$ cat src/logic/fesc_pkg.sv
/*
 Constants and types for the fiber extended status and fiber control
 register bank. Assumes one 50 MHz clock shared with the datapath.
*/
// Functional notes
// - Extended status bits 15 and 14 read 0 when the fiber mode is 00 and 1 otherwise.
// - Extended status bits 13 and 12 always read 0.
// - With block carrier extension set, received extension codes become idle in full duplex.
// - With carrier-on-transmit set, carrier sense follows own transmit, never in full duplex.
// - With force link good set, link is reported up whatever the link machine says.
// - Loopback type 0 loops through the PCS, 1 loops raw 10 bit code data.
// - The fast remote fault enable signals a remote fault in less than 2 ms.
// - The standard remote fault enable signals a remote fault after 20 ms.
// - The fiber mode field is read-only and mirrors the programmed operating mode.
// - Mode 00 is 100BASE-FX, 01 1000BASE-X, 10 SGMII system, 11 SGMII media.
package fesc_pkg;
  // clock and remote fault timing
  localparam int unsigned CLK_HZ = 50_000_000;
  localparam int unsigned RF_FAST_MAX_US = 2_000;
  localparam int unsigned RF_STD_MIN_US = 20_000;
  localparam int unsigned CYC_PER_US = CLK_HZ / 1_000_000;
  // strictly less than the fast limit
  localparam int unsigned RF_FAST_CYC = CYC_PER_US * RF_FAST_MAX_US - 1;
  localparam int unsigned RF_STD_CYC = CYC_PER_US * RF_STD_MIN_US;
  localparam int RF_CNT_W = 20;

  // register indices, byte address is four times the index
  localparam logic [7:0] EXT_STAT_IDX = 8'h0F;
  localparam logic [7:0] FCTRL_IDX = 8'h10;
  localparam logic [7:0] FSTAT_IDX = 8'h11;
  localparam logic [7:0] EXT_STAT_ADDR = 8'(EXT_STAT_IDX * 4);
  localparam logic [7:0] FCTRL_ADDR = 8'(FCTRL_IDX * 4);
  localparam logic [7:0] FSTAT_ADDR = 8'(FSTAT_IDX * 4);

  // extended status fields
  localparam int EXT_X_FD_BIT = 15;
  localparam int EXT_X_HD_BIT = 14;
  localparam int EXT_T_FD_BIT = 13;
  localparam int EXT_T_HD_BIT = 12;

  // fiber control fields
  localparam int CTL_BLK_CEXT_BIT = 13;
  localparam int CTL_CRS_TX_BIT = 11;
  localparam int CTL_FORCE_LINK_BIT = 10;
  localparam int CTL_LOOP_RAW_BIT = 8;
  localparam int CTL_RF_FAST_BIT = 5;
  localparam int CTL_RF_STD_BIT = 4;
  localparam int CTL_IRQ_POL_BIT = 2;
  localparam logic [15:0] CTL_RST = 16'h400C;
  localparam logic [15:0] CTL_WR_MASK = 16'hFFFC;

  // own status fields
  localparam int STS_LINK_BIT = 0;
  localparam int STS_RF_BIT = 1;
  localparam int STS_CRS_BIT = 2;
  localparam int STS_IRQ_BIT = 3;

  typedef enum logic [1:0] {
    FESC_MODE_FX = 2'b00,
    FESC_MODE_1000X = 2'b01,
    FESC_MODE_SGMII_SYS = 2'b10,
    FESC_MODE_SGMII_MED = 2'b11
  } fesc_mode_t;
endpackage

$ cat src/logic/fesc_rf_timer.sv
/*
 Remote fault indication timer: delays a local fault before it is
 signalled to the link partner. Assumes same-clock fault input.
*/
`timescale 1ns/1ps
module fesc_rf_timer
  import fesc_pkg::*;
#(
  parameter int unsigned FAST_CYC = RF_FAST_CYC,
  parameter int unsigned STD_CYC = RF_STD_CYC
) (
  input wire logic i_ref_clk,
  input wire logic i_nrst,
  input wire logic i_fast_en,
  input wire logic i_std_en,
  input wire logic i_fault,
  output logic o_rf_send
);
  typedef enum logic [1:0] {
    RF_IDLE = 2'b00,
    RF_WAIT = 2'b01,
    RF_SEND = 2'b10
  } fesc_rf_state_t;

  typedef struct packed {
    fesc_rf_state_t st;
    logic [RF_CNT_W-1:0] cnt;
    logic send;
  } fesc_rf_t;

  fesc_rf_t q, d;
  logic [RF_CNT_W-1:0] lim_m1;
  logic en;

  // fast enable wins if both are set against the software contract
  assign en = i_fast_en | i_std_en;
  assign lim_m1 = i_fast_en ? RF_CNT_W'(FAST_CYC - 1) : RF_CNT_W'(STD_CYC - 1);

  // fault must persist for the chosen delay before it is signalled
  always_comb begin
    d = q;
    case (q.st)
      RF_IDLE: begin
        d.cnt = '0;
        if (i_fault && en) begin
          d.st = RF_WAIT;
        end
      end
      RF_WAIT: begin
        d.cnt = q.cnt + 1'b1;
        if (!i_fault || !en) begin
          d.st = RF_IDLE;
        end else if (q.cnt == lim_m1) begin
          d.st = RF_SEND;
        end
      end
      RF_SEND: begin
        if (!i_fault || !en) begin
          d.st = RF_IDLE;
        end
      end
      default: d.st = RF_IDLE;
    endcase
    d.send = (d.st == RF_SEND);
  end

  // state register
  always_ff @(posedge i_ref_clk or negedge i_nrst) begin
    if (!i_nrst) begin
      q <= '{st: RF_IDLE, cnt: '0, send: 1'b0};
    end else begin
      q <= d;
    end
  end

  assign o_rf_send = q.send;
endmodule

$ cat src/logic/fesc_regs.sv
/*
 Fiber extended status and fiber control register bank with an
 Avalon-MM slave and the datapath controls these registers steer.
 Assumes datapath and mode inputs come from logic on the same clock.
*/
// Register access over Avalon-MM was decided locally.
`timescale 1ns/1ps
module fesc_regs
  import fesc_pkg::*;
#(
  parameter int unsigned FAST_CYC = RF_FAST_CYC,
  parameter int unsigned STD_CYC = RF_STD_CYC
) (
  input wire logic i_ref_clk,
  input wire logic i_nrst,
  input wire logic [7:0] i_avs_address,
  input wire logic i_avs_read,
  input wire logic i_avs_write,
  input wire logic [31:0] i_avs_writedata,
  input wire logic [3:0] i_avs_byteenable,
  output logic [31:0] o_avs_readdata,
  output logic o_avs_waitrequest,
  input wire logic [1:0] i_mode_cfg,
  input wire logic i_full_duplex,
  input wire logic i_rx_cext,
  input wire logic i_tx_active,
  input wire logic i_link_sm_up,
  input wire logic i_local_fault,
  input wire logic i_irq_event,
  output logic o_rx_idle_subst,
  output logic o_crs_tx,
  output logic o_link_up,
  output logic o_loop_raw10,
  output logic o_rf_send,
  output logic o_irq_out_n
);
  typedef struct packed {
    logic wreq;
    logic [31:0] rdata;
    logic [15:0] ctrl;
    fesc_mode_t mode;
    logic idle_sub;
    logic crs;
    logic link;
    logic irq_n;
  } fesc_regs_st_t;

  fesc_regs_st_t q, d;
  logic req;
  logic [15:0] ext_word;
  logic [15:0] ctl_word;
  logic [15:0] sts_word;
  logic [15:0] rd_word;
  logic [15:0] lane_mask;
  logic rf_send;

  // a request is pending while either strobe is high
  assign req = i_avs_read | i_avs_write;

  // capability bits track the mirrored mode, twisted-pair bits stay 0
  always_comb begin
    ext_word = 16'h0000;
    ext_word[EXT_X_FD_BIT] = (q.mode != FESC_MODE_FX);
    ext_word[EXT_X_HD_BIT] = (q.mode != FESC_MODE_FX);
    ext_word[EXT_T_FD_BIT] = 1'b0;
    ext_word[EXT_T_HD_BIT] = 1'b0;
  end

  // control word read back with the read-only mode in the low bits
  assign ctl_word = {q.ctrl[15:2], q.mode};

  // live state of the block for software
  always_comb begin
    sts_word = 16'h0000;
    sts_word[STS_LINK_BIT] = q.link;
    sts_word[STS_RF_BIT] = rf_send;
    sts_word[STS_CRS_BIT] = q.crs;
    sts_word[STS_IRQ_BIT] = i_irq_event;
  end

  // read decode, unmapped addresses read as zero
  always_comb begin
    case (i_avs_address)
      EXT_STAT_ADDR: rd_word = ext_word;
      FCTRL_ADDR: rd_word = ctl_word;
      FSTAT_ADDR: rd_word = sts_word;
      default: rd_word = 16'h0000;
    endcase
  end

  // byte lanes 0 and 1 carry the 16-bit register
  assign lane_mask = {{8{i_avs_byteenable[1]}}, {8{i_avs_byteenable[0]}}};

  // next state of the bank and of the steered datapath controls
  always_comb begin
    d = q;
    if (req && q.wreq) begin
      // first cycle of a request: capture read data, drop waitrequest
      d.wreq = 1'b0;
      d.rdata = {16'h0000, rd_word};
    end else begin
      // completion edge or idle: raise waitrequest again
      d.wreq = 1'b1;
      if (req && i_avs_write && i_avs_address == FCTRL_ADDR) begin
        // mode bits are not writable; reserved bits store as written
        d.ctrl = (q.ctrl & ~(lane_mask & CTL_WR_MASK)) |
                 (i_avs_writedata[15:0] & lane_mask & CTL_WR_MASK);
      end
    end
    // mode follows the programmed operating mode
    d.mode = fesc_mode_t'(i_mode_cfg);
    // extension codes become idle only in full duplex
    d.idle_sub = q.ctrl[CTL_BLK_CEXT_BIT] & i_full_duplex & i_rx_cext;
    // carrier on own transmit, half duplex only
    d.crs = q.ctrl[CTL_CRS_TX_BIT] & ~i_full_duplex & i_tx_active;
    // forced link bypasses the link machine
    d.link = q.ctrl[CTL_FORCE_LINK_BIT] | i_link_sm_up;
    // pin polarity: 1 active low, 0 active high
    d.irq_n = q.ctrl[CTL_IRQ_POL_BIT] ? ~i_irq_event : i_irq_event;
  end

  // bank register
  always_ff @(posedge i_ref_clk or negedge i_nrst) begin
    if (!i_nrst) begin
      q <= '{wreq: 1'b1, rdata: 32'h0000_0000, ctrl: CTL_RST,
             mode: FESC_MODE_FX, idle_sub: 1'b0, crs: 1'b0,
             link: 1'b0, irq_n: 1'b1};
    end else begin
      q <= d;
    end
  end

  // remote fault delay, fast or standard per control bits
  fesc_rf_timer #(
    .FAST_CYC(FAST_CYC),
    .STD_CYC(STD_CYC)
  ) u_rf_timer (
    .i_ref_clk(i_ref_clk),
    .i_nrst(i_nrst),
    .i_fast_en(q.ctrl[CTL_RF_FAST_BIT]),
    .i_std_en(q.ctrl[CTL_RF_STD_BIT]),
    .i_fault(i_local_fault),
    .o_rf_send(rf_send)
  );

  // outputs straight from flops
  assign o_avs_waitrequest = q.wreq;
  assign o_avs_readdata = q.rdata;
  assign o_rx_idle_subst = q.idle_sub;
  assign o_crs_tx = q.crs;
  assign o_link_up = q.link;
  assign o_loop_raw10 = q.ctrl[CTL_LOOP_RAW_BIT];
  assign o_rf_send = rf_send;
  assign o_irq_out_n = q.irq_n;
endmodule

$ cat config.mk
export PLATFORM = sky130hd
export DESIGN_NAME = fesc_regs
export DESIGN_NICKNAME = d
export VERILOG_FILES = /design/src/logic/fesc_pkg.sv /design/src/logic/fesc_rf_timer.sv /design/src/logic/fesc_regs.sv
export SDC_FILE = /design/constraint.sdc
export NUM_CORES = 1
export LEC_CHECK = 0
export ABC_AREA = 1
export BUFFER_PORTS_ARGS = -buffer_cell sky130_fd_sc_hd__buf_2
export CORE_MARGIN = 4
export CORE_UTILIZATION = 47
export DETAILED_ROUTE_END_ITERATION = 8
export PLACE_DENSITY = 0.76
export SLEW_MARGIN = 20
export SYNTH_ARGS = -nofsm -noshare
export SYNTH_HDL_FRONTEND = slang
export SYNTH_SLANG_ARGS = --single-unit
$ cat constraint.sdc
create_clock -name i_ref_clk -period 1.41 [get_ports i_ref_clk]
set_clock_uncertainty 0.15 [all_clocks]
set_input_delay 0.282 -clock i_ref_clk [delete_from_list [all_inputs] [get_ports i_ref_clk]]
set_output_delay 0.282 -clock i_ref_clk [all_outputs]
set_load 0.005 [all_outputs]
==> Implementation_results.wiki, run 1 <==
{| class="wikitable"
! Metric !! Value
|-
| Status || finished with violations
|-
| Violated checks || negative setup slack
|-
| Antenna Violating Nets Remaining || 0
|-
| Area of placed instances || 3810 um2
|-
| Unrepaired setup endpoints after global routing || true
|-
| Most numerous cell in the Yosys netlist || nand2_1
|-
| Core Area || 6760 um2
|-
| DRC violations left || 0
|-
| Most used DFF post-synth || dfrtp_1
|-
| Final cell utilization of the core || 0.676
|-
| Total GRT Usage || 0.204
|-
| Setup crit end kind || register
|-
| Part of the cycle the worst path needs || 1.11
|-
| Arrival time worst endpoint || 1.65 ns
|-
| Via count of the first global-routing pass || 2992
|-
| Buffers from clock root to sink, at most || 2
|-
| Via count || 3253
|-
| Length of the first detailed-routing pass in iterations || 7
|-
| Mean number of vias per cell || 5.20
|-
| Power, Total || 4130 uW
|-
| Most numerous cell types in the synthesized netlist || 129 x nand2_1, 71 x inv_1, 55 x dfrtp_1, 32 x nor2_1, 24 x nand4_1
|-
| Die Ht || 91.3 um
|-
| Cell Count Post-Placement || 590
|-
| Critical path type || reg2reg
|-
| I/O pin count || 95
|-
| Mean Syn Cell Area || 7.56 um2
|-
| Post-DR wirelength/cell || 14.9 um
|-
| Tmin final || 1.57 ns
|-
| First-iteration detailed-routing DRC count || 195
|-
| Area enclosed by the die boundary || 8330 um2
|-
| Number of max-capacitance violations reported || 0
|-
| Proportion of synthesized chip area in sequential cells || 0.463
|-
| Die width || 91.3 um
|-
| Final-report hold violation count || 0
|-
| Post-synthesis cell type with the largest combined area || dfrtp_1
|-
| Post-synthesis register bit count || 60
|-
| Sum of routed wire length over all layers || 9.34 mm
|-
| Clock sink total || 60
|-
| Required @ worst endpoint || 1.49 ns
|-
| Ratio of cells with drive above 1 in the final layout || 0.372
|-
| GRT overflow || 0
|-
| Routability Congestion || 0.862
|-
| Effective utilization at floorplan || 0.482
|-
| Final Instance Count excl. Fillers || 625
|-
| Share of flip-flops with an asynchronous set or reset after synthesis || 1.00
|-
| Total Neg Setup Slack || -1.97 ns
|-
| Layout Cell Area excl Fill || 4560 um2
|-
| Share of the synthesized area in the top cell type || 0.422
|-
| Pwr Density || 904 nW/um2
|-
| Final-report setup violation count || 26
|-
| Net total in the final layout || 597
|-
| Clock transition at the registers of the reported paths || 0.07 ns
|-
| Gate count of the mapped netlist || 431
|-
| Leakage power total || 0.00239 uW
|-
| Number of flops mapped to enable cells by yosys || 0
|-
| Final Max Tran Viols || 0
|-
| Number of synthesis warnings || 0
|-
| Maximum fanout count along the critical path || 4
|-
| Antenna violations before repair || 0
|-
| Count of fill cells added during filler insertion || 503
|-
| Clock tree from TritonCTS || yes
|-
| HP Class || in2reg
|-
| Number of H-tree branching levels || 3
|-
| Area taken by multi-input logic gates || 1620 um2
|-
| Synth-to-layout area growth || 40.1%
|-
| Clock buffers created by TritonCTS || 9
|-
| Pin count of the biggest net entering global routing || 61
|-
| Global-route wire length before repair || 13.8 mm
|-
| Netlist cell types || 33
|-
| CTS Root Buffer Type || clkbuf_8
|-
| Later-pin clock latency in the skew report || 0.34 ns
|-
| Number of antenna cells inserted || 0
|-
| Netlist area before placement || 3260 um2
|-
| Standard-cell row count || 30
|-
| Worst setup SP type || register
|-
| Upper clock frequency limit || 636 MHz
|-
| Count of input and output buffers || 58
|-
| Final HPWL DP || 5.56 mm
|-
| Largest voltage drop on the vdd net || 0.000789 V
|-
| Ranking of synthesized cells by area || dfrtp_1 42%, nand2_1 15%, inv_1 8.2%
|-
| FF+latch area || 1510 um2
|-
| Final worst slack || -0.162 ns
|}
-- metal layers --
| layer | vias up | share of wire | global-route usage |
|---|---|---|---|
| li1 | 1543 | - | - |
| met1 | 1535 | 0.40 | 0.256 |
| met2 | 146 | 0.50 | 0.346 |
| met3 | 29 | 0.062 | 0.0423 |
| met4 | 0 | 0.033 | 0.0741 |
| met5 | - | 0 | 0 |
-- layout make-up --
| type | count | share of cell area |
|---|---|---|
| clock buffers | 10 | 0.0280 |
| clock inverters | 6 | 0.0247 |
| inverters | 76 | 0.0652 |
| multi-input cells | 283 | 0.355 |
| flip-flops and latches | 60 | 0.330 |
| well taps | 80 | 0.0219 |
| repair buffers | 110 | 0.175 |
-- worst paths after layout --
path,from,cells past startpoint,end,slack (ns)
max,u_rf_timer.q[1]$_DFFE_PN0P_,8,u_rf_timer.q[17]$_DFFE_PN0P_,-0.16
min,i_tx_active,3,o_crs_tx$_DFF_PN0_,0.03
max reg2reg,u_rf_timer.q[1]$_DFFE_PN0P_,8,u_rf_timer.q[17]$_DFFE_PN0P_,-0.16
min reg2reg,o_avs_readdata[0]$_DFFE_PN0P_,2,o_avs_readdata[0]$_DFFE_PN0P_,0.33
max in group asynchronous,i_nrst,3,asynchronous set/reset pin,0.45
min in group asynchronous,i_nrst,3,o_avs_readdata[14]$_DFFE_PN0P_,0.33
-- timing repair --
item,in CTS,in global routing
pin swaps,10,20
endpoints found under the setup margin,14,46
hold endpoints to repair,60,0
hold buffers,6,0
buffers inserted,5,4
gates resized for setup,12,76
cloned,0,4
-- cells by family (layout without fill, tap and decap cells) --
group / Yosys count / count (layout) / share of synthesized area
compound gates: 39 / 39 / 0.0730
xor+xnor: 3 / 3 / 0.00807
fa+ha+maj: 1 / 1 / 0.00384
buf+inv: 103 / 202 / 0.147
flops: 60 / 60 / 0.463
other cells: 1 / 16 / 0.00115
simple gates: 224 / 224 / 0.304
-- layout by cell type, fill, tap and decap left out, types with 2 or more instances in the layout --
cell type,n
nand2_1,103
inv_1,65
buf_2,58
dfrtp_1,55
buf_4,33
nor2_1,27
nand2_2,24
nand4_1,24
conb_1,16
nand3_1,15
inv_2,10
clkbuf_8,9
buf_6,8
o31ai_4,7
nor3_1,6
nand3_2,6
nor2_2,6
dlygate4sd3_1,6
o21ai_0,5
o21ai_2,5
a21oi_1,5
nand2_4,5
dfstp_2,5
nor2_4,4
o21ai_1,4
o22ai_1,4
o31ai_2,3
bufinv_16,3
clkinvlp_4,3
buf_12,3
a21oi_2,2
or2_2,2
xor2_1,2
clkbuf_16,2
-- metrics by stage --
step / hold slack (ns) / setup slack (ns)
final: 0.0299 / -0.162
after global routing: 0.0393 / -0.251
after detailed placement: 0.170 / -0.148
after CTS: 0.00887 / -0.123
after global placement: 0.161 / -0.103
after floorplan: -0.164 / -0.0144
-- power by group --
| group | switching [uW] | internal, uW | leakage [uW] |
|---|---|---|---|
| clock | 705 | 1170 | 0.000109 |
| combinational | 265 | 206 | 0.00153 |
| sequential | 23.7 | 1750 | 0.000747 |
-- critical path, stage by stage, from the launching register on --
cell and delay [ns]:
dfrtp_1 0.40, ha_2 0.21, nand2_2 0.08, nor2_4 0.18
nand2_1 0.13, inv_2 0.10, nand3_1 0.08, nand3_1 0.08
nand2_1 0.05
(Power assumes the default switching activity.)
==> run 2, diff against run 1 <==
Settings changed: PLACE_DENSITY 0.76 to 0.81.
==> Implementation_results.wiki, run 2 (synthesis results as in run 1) <==
{| class="wikitable"
! Metric !! Value
|-
| Status || finished with violations (unchanged)
|-
| Violated checks || negative setup slack (unchanged)
|-
| I/O pin count || 95 (unchanged)
|-
| Number of antenna cells inserted || 0 (unchanged)
|-
| Ratio of cells with drive above 1 in the final layout || 0.338 (was 0.372)
|-
| WHS Endpoint || o_crs_tx$_DFF_PN0_ (unchanged)
|-
| Setup crit end kind || register (unchanged)
|-
| GRT overflow || 0 (unchanged)
|-
| Leading cell type in the layout, fill and taps excluded || nand2_1 (unchanged)
|-
| Die width || 91.3 um (unchanged)
|-
| Pin count of the biggest net entering global routing || 61 (unchanged)
|-
| Via count || 3184 (was 3253)
|-
| Final HPWL DP || 5.85 mm (was 5.56 mm)
|-
| Via count of the first global-routing pass || 3021 (was 2992)
|-
| Unrepaired setup endpoints after global routing || true (unchanged)
|-
| DRC violations left || 0 (unchanged)
|-
| Final Max Tran Viols || 0 (unchanged)
|-
| Largest voltage drop on the vdd net || 0.000496 V (was 0.000789 V)
|-
| Total Neg Setup Slack || -0.749 ns (was -1.97 ns)
|-
| FF+latch area || 1510 um2 (about the same)
|-
| Worst setup SP type || register (unchanged)
|-
| Critical path type || reg2reg (unchanged)
|-
| Comb power frac || 0.111 (was 0.114)
|-
| Global-route wire length before repair || 13.6 mm (was 13.8 mm)
|-
| Part of the cycle the worst path needs || 1.06 (was 1.11)
|-
| Required @ worst endpoint || 1.48 ns (was 1.49 ns)
|-
| Post-DR wirelength/cell || 14.4 um (was 14.9 um)
|-
| Switching power as a share of total power || 0.269 (was 0.241)
|-
| Worst flop-to-flop path endpoint || u_rf_timer.q[13]$_DFFE_PN0P_ (was u_rf_timer.q[17]$_DFFE_PN0P_)
|-
| Maximum fanout count along the critical path || 4 (unchanged)
|-
| Die Ht || 91.3 um (unchanged)
|-
| Tmin final || 1.49 ns (was 1.57 ns)
|-
| Area taken by multi-input logic gates || 1520 um2 (was 1620 um2)
|-
| Leakage power total || 0.00227 uW (was 0.00239 uW)
|-
| Clock tree from TritonCTS || yes (unchanged)
|-
| Antenna Violating Nets Remaining || 0 (unchanged)
|-
| Final worst slack || -0.0845 ns (was -0.162 ns)
|-
| Standard-cell row count || 30 (unchanged)
|-
| CTS Root Buffer Type || clkbuf_8 (unchanged)
|-
| Layout Cell Area excl Fill || 4280 um2 (was 4560 um2)
|-
| Net total in the final layout || 590 (was 597)
|-
| Synth-to-layout area growth || 31.5% (was 40.1%)
|-
| Arrival time worst endpoint || 1.57 ns (was 1.65 ns)
|-
| Count of fill cells added during filler insertion || 531 (was 503)
|-
| Flop pwr share || 0.509 (was 0.431)
|-
| Psw || 936 uW (was 994 uW)
|-
| Total GRT Usage || 0.200 (was 0.204)
|-
| Area enclosed by the die boundary || 8330 um2 (unchanged)
|-
| Wire length on met3 || 478 um (was 577 um)
|-
| Upper clock frequency limit || 669 MHz (was 636 MHz)
|-
| Internal portion of total power || 2550 uW (was 3130 uW)
|-
| Relative contribution of the clock network to total power || 0.379 (was 0.455)
|-
| Worst hold path depth || 3 (unchanged)
|-
| Core Area || 6760 um2 (unchanged)
|-
| Final-report hold violation count || 0 (unchanged)
|-
| Clock sink total || 60 (unchanged)
|-
| First-iteration detailed-routing DRC count || 216 (was 195)
|-
| Launch instance of the worst min-delay path || i_tx_active (unchanged)
|-
| Area of placed instances || 3770 um2 (was 3810 um2)
|-
| Worst slack at placement || -0.244 ns (was -0.148 ns)
|-
| Number of max-capacitance violations reported || 0 (unchanged)
|-
| Antenna violations before repair || 0 (unchanged)
|-
| Routability Congestion || 0.922 (was 0.862)
|-
| Worst R2R Start || u_rf_timer.q[1]$_DFFE_PN0P_ (unchanged)
|-
| Top library cells by usage in the layout, fill and taps aside || 120 x nand2_1, 66 x inv_1, 58 x buf_2, 51 x dfrtp_1, 33 x buf_4 (was 103 x nand2_1, 65 x inv_1, 58 x buf_2, 55 x dfrtp_1, 33 x buf_4)
|-
| Highest metal layer used by the detailed router || met4 (unchanged)
|-
| Mean number of vias per cell || 5.15 (was 5.20)
|-
| Worst Hold Slack || 0.0159 ns (was 0.0299 ns)
|-
| Final-report setup violation count || 20 (was 26)
|-
| Met1 layer wirelength in the final routing || 3.65 mm (was 3.74 mm)
|-
| HP Class || in2reg (unchanged)
|-
| Total length of routed met2 wires || 4.55 mm (was 4.71 mm)
|-
| Buffers from clock root to sink, at most || 2 (unchanged)
|-
| Count of input and output buffers || 58 (unchanged)
|-
| Sum of routed wire length over all layers || 8.90 mm (was 9.34 mm)
|-
| Clock transition at the registers of the reported paths || 0.07 ns (about the same)
|-
| Number of H-tree branching levels || 3 (unchanged)
|-
| Pwr Density || 813 nW/um2 (was 904 nW/um2)
|-
| Length of the first detailed-routing pass in iterations || 5 (was 7)
|-
| Later-pin clock latency in the skew report || 0.34 ns (about the same)
|-
| Clock buffers created by TritonCTS || 9 (unchanged)
|-
| Effective utilization at floorplan || 0.482 (unchanged)
|-
| Power, Total || 3480 uW (was 4130 uW)
|-
| Worst reg-to-reg path cell count || 8 (unchanged)
|-
| Flop2flop setup slack || -0.08 ns (was -0.16 ns)
|}
[run 2: metrics by stage]
step | std cells | util
2_1_floorplan | 446 | -
3_3_place_gp | 585 | 0.559
3_5_place_dp | 585 | 0.559
4_1_cts | 612 | 0.600
5_1_grt | 618 | 0.634
6_report | 618 | 0.634
[run 2: power groups by stage]
stage	Sequential, uW	Combinational (uW)	Clock (uW)
6_report	1770	388	1320
3_5_place_dp	1800	306	0
2_1_floorplan	1800	157	0
4_1_cts	1770	331	1310
5_1_grt	1770	425	1410
3_3_place_gp	1800	295	0
[run 2: how the worst max path moves through the flow]
stage | from | endpoint | slack [ns] | cells past startpoint
5_1_grt | u_rf_timer.q[2]$_DFFE_PN0P_ | u_rf_timer.q[13]$_DFFE_PN0P_ | -0.17 | 8
6_report | u_rf_timer.q[1]$_DFFE_PN0P_ | u_rf_timer.q[13]$_DFFE_PN0P_ | -0.08 | 8
4_1_cts | u_rf_timer.q[1]$_DFFE_PN0P_ | u_rf_timer.q[13]$_DFFE_PN0P_ | -0.06 | 8
2_1_floorplan | u_rf_timer.q[1]$_DFFE_PN0P_ | u_rf_timer.q[11]$_DFFE_PN0P_ | -0.01 | 8
3_3_place_gp | i_avs_address[5] | register | -0.17 | 8
3_5_place_dp | i_avs_address[5] | register | -0.24 | 8
[run 2: routing by layer]
| layer | vias to the layer above | GRT usage |
|---|---|---|
| li1 | 1526 | - |
| met1 | 1516 | 0.252 |
| met4 | 0 | 0.0704 |
| met5 | - | 0 |
| met3 | 18 | 0.0497 |
| met2 | 124 | 0.334 |
[run 2: worst max-delay path: stages (launching register included)]
cell	delay [ns]
dfrtp_1	0.36
ha_2	0.20
nand2_2	0.08
nor2_4	0.17
nand2_2	0.11
nor2_2	0.12
nand3_1	0.09
nand2_1	0.06
nor2_1	0.04
[run 2: repair_timing]
item | CTS | global route
cloned | 0 | 1
endpoints found under the hold margin | 60 | 0
setup buffers | 5 | 5
setup endpoints to repair | 12 | 46
gates resized for setup | 7 | 51
pin swaps | 2 | 6
hold buffers | 6 | 0
[run 2: final cells by class]
class | count | share of cell area
tap | 80 | 0.0234
sequential | 60 | 0.353
timing repair buffer | 103 | 0.165
clock inverter | 5 | 0.00672
inverter | 76 | 0.0675
multi-input combinational | 283 | 0.354
clock buffer | 11 | 0.0307
==> run 3, diff against run 2 <==
Settings changed: CORE_UTILIZATION 47 to 52, PLACE_DENSITY 0.81 to 0.85, SKIP_LAST_GASP from default to 1.
Clock period 1.41 ns to 1.4 ns, I/O delays scaled along.
==> Implementation_results.wiki, run 3 (synthesis results as in run 1) <==
{| class="wikitable"
! Metric !! Value
|-
| Status || finished with violations (unchanged)
|-
| Violated checks || negative setup slack (unchanged)
|-
| Mean number of vias per cell || 5.55 (was 5.15)
|-
| Global-route wire length before repair || 13.6 mm (unchanged)
|-
| GRT overflow || 0 (unchanged)
|-
| Area enclosed by the die boundary || 7600 um2 (was 8330 um2)
|-
| Standard-cell row count || 28 (was 30)
|-
| Later-pin clock latency in the skew report || 0.36 ns (was 0.34 ns)
|-
| Worst hold path depth || 2 (was 3)
|-
| Die width || 87.2 um (was 91.3 um)
|-
| Buffers from clock root to sink, at most || 2 (unchanged)
|-
| Critical path type || reg2reg (unchanged)
|-
| Leading cell type in the layout, fill and taps excluded || nand2_1 (unchanged)
|-
| Die Ht || 87.2 um (was 91.3 um)
|-
| Synth-to-layout area growth || 35.2% (was 31.5%)
|-
| Area taken by multi-input logic gates || 1520 um2 (unchanged)
|-
| Largest voltage drop on the vdd net || 0.000773 V (was 0.000496 V)
|-
| Cell Count Post-Placement || 582 (was 585)
|-
| Switching power as a share of total power || 0.271 (was 0.269)
|-
| Comb power frac || 0.121 (was 0.111)
|-
| Leakage power total || 0.00235 uW (was 0.00227 uW)
|-
| Length of the first detailed-routing pass in iterations || 5 (unchanged)
|-
| Count of input and output buffers || 58 (unchanged)
|-
| Final worst slack || -0.251 ns (was -0.0845 ns)
|-
| Clock transition at the registers of the reported paths || 0.08 ns (was 0.07 ns)
|-
| Top library cells by usage in the layout, fill and taps aside || 114 x nand2_1, 68 x inv_1, 57 x buf_2, 54 x dfrtp_1, 28 x buf_4 (was 120 x nand2_1, 66 x inv_1, 58 x buf_2, 51 x dfrtp_1, 33 x buf_4)
|-
| FF+latch area || 1510 um2 (about the same)
|-
| Power, Total || 3900 uW (was 3480 uW)
|-
| Post-DR wirelength/cell || 16.7 um (was 14.4 um)
|-
| Final-report setup violation count || 35 (was 20)
|-
| Core Area || 5990 um2 (was 6760 um2)
|-
| First-iteration detailed-routing DRC count || 384 (was 216)
|-
| Part of the cycle the worst path needs || 1.18 (was 1.06)
|-
| Worst setup SP type || register (unchanged)
|-
| Maximum fanout count along the critical path || 3 (was 4)
|-
| Clock buffers created by TritonCTS || 9 (unchanged)
|-
| Final HPWL DP || 5.93 mm (was 5.85 mm)
|-
| Required @ worst endpoint || 1.48 ns (about the same)
|-
| Number of max-capacitance violations reported || 0 (unchanged)
|-
| Upper clock frequency limit || 606 MHz (was 669 MHz)
|-
| Clock tree from TritonCTS || yes (unchanged)
|-
| Flop pwr share || 0.459 (was 0.509)
|-
| Ratio of cells with drive above 1 in the final layout || 0.331 (was 0.338)
|-
| Antenna violations before repair || 0 (unchanged)
|-
| Setup crit end kind || register (unchanged)
|-
| Total GRT Usage || 0.231 (was 0.200)
|-
| Arrival time worst endpoint || 1.73 ns (was 1.57 ns)
|-
| Number of H-tree branching levels || 3 (unchanged)
|-
| Clock sink total || 60 (unchanged)
|-
| CTS Root Buffer Type || clkbuf_8 (unchanged)
|-
| Via count of the first global-routing pass || 3033 (was 3021)
|-
| Effective utilization at floorplan || 0.544 (was 0.482)
|-
| Number of antenna cells inserted || 0 (unchanged)
|-
| Tmin final || 1.65 ns (was 1.49 ns)
|-
| Sum of routed wire length over all layers || 10.3 mm (was 8.90 mm)
|-
| Unrepaired setup endpoints after global routing || true (unchanged)
|-
| Count of fill cells added during filler insertion || 353 (was 531)
|-
| Relative contribution of the clock network to total power || 0.420 (was 0.379)
|-
| Routability Congestion || 0.895 (was 0.922)
|-
| Final Instance Count excl. Fillers || 615 (was 618)
|-
| Internal portion of total power || 2840 uW (was 2550 uW)
|-
| Net total in the final layout || 592 (was 590)
|-
| Via count || 3413 (was 3184)
|-
| HP Class || in2reg (unchanged)
|-
| Final cell utilization of the core || 0.735 (was 0.634)
|-
| Final-report hold violation count || 0 (unchanged)
|-
| DRC violations left || 0 (unchanged)
|-
| Psw || 1060 uW (was 936 uW)
|-
| Antenna Violating Nets Remaining || 0 (unchanged)
|-
| Final Max Tran Viols || 0 (unchanged)
|-
| Pin count of the biggest net entering global routing || 30 (was 61)
|-
| Pwr Density || 885 nW/um2 (was 813 nW/um2)
|-
| I/O pin count || 95 (unchanged)
|-
| Worst reg-to-reg path cell count || 7 (was 8)
|-
| Total Neg Setup Slack || -2.62 ns (was -0.749 ns)
|}
-- run 3: cell types whose count changed in the layout (fill, tap and decap cells not counted), sizes merged --
cell	previous run	this run
clkinvlp	1	3
clkinv	5	3
dlygate4sd3	6	7
bufinv	0	1
-- run 3: metrics by stage --
| step | instance area (um2) | hold WS (ns) | setup WS (ns) |
|---|---|---|---|
| after floorplan | 3330 | -0.166 | -0.0210 |
| after global placement | 3810 | -0.0145 | -0.0670 |
| after detailed placement | 3810 | -0.0135 | -0.130 |
| after CTS | 4120 | 0.0245 | -0.0936 |
| after global routing | 4410 | 0.0435 | -0.329 |
| final | 4410 | 0.0284 | -0.251 |
-- run 3: path summary, 6_finish.rpt --
kind,start,to,slack [ns]
max,u_rf_timer.q[1]$_DFFE_PN0P_,u_rf_timer.q[21]$_DFF_PN0_,-0.25
max in group asynchronous,i_nrst,o_avs_waitrequest$_DFF_PN1_,0.47
min reg2reg,o_avs_readdata[2]$_DFFE_PN0P_,o_avs_readdata[2]$_DFFE_PN0P_,0.33
max reg2reg,u_rf_timer.q[1]$_DFFE_PN0P_,u_rf_timer.q[21]$_DFF_PN0_,-0.25
min,i_rx_cext,o_rx_idle_subst$_DFF_PN0_,0.03
min in group asynchronous,i_nrst,u_rf_timer.q[16]$_DFFE_PN0P_,0.16
-- run 3: layer usage --
layer | track usage | share of wire | vias to the layer above
met2 | 0.397 | 0.49 | 236
met3 | 0.0369 | 0.092 | 65
met1 | 0.275 | 0.35 | 1571
met5 | 0 | 0 | -
li1 | - | - | 1541
met4 | 0.127 | 0.064 | 0
-- run 3: critical path, stage by stage (launching register included) --
cell and delay (ns):
dfrtp_1 0.40, buf_4 0.16, inv_1 0.10, nand4_1 0.11, o21ai_0 0.29, nand2_1 0.19, nand2_1 0.09, nor2_1 0.04
-- run 3: power by group through the flow --
stage	sequential [uW]	combinational (uW)	clock, uW
2_1_floorplan	1820	159	0
6_report	1790	471	1640
3_5_place_dp	1820	313	0
3_3_place_gp	1810	302	0
5_1_grt	1790	505	1710
4_1_cts	1780	341	1600
-- run 3: layout make-up --
class / instances / share of cell area
clock inverters: 6 / 0.0145
flip-flops and latches: 60 / 0.343
repair buffers: 105 / 0.181
multi-input cells: 283 / 0.344
well taps: 75 / 0.0213
inverters: 76 / 0.0656
clock buffers: 10 / 0.0312
-- run 3: what timing repair did --
item                       in CTS  in global routing
setup endpoints to repair      15                 49
gates resized for setup         7                 50
hold buffers                    7                  0
hold endpoints to repair       60                  0
pin swaps                       1                  5
cloned                          0                  3
buffers inserted                2                  5
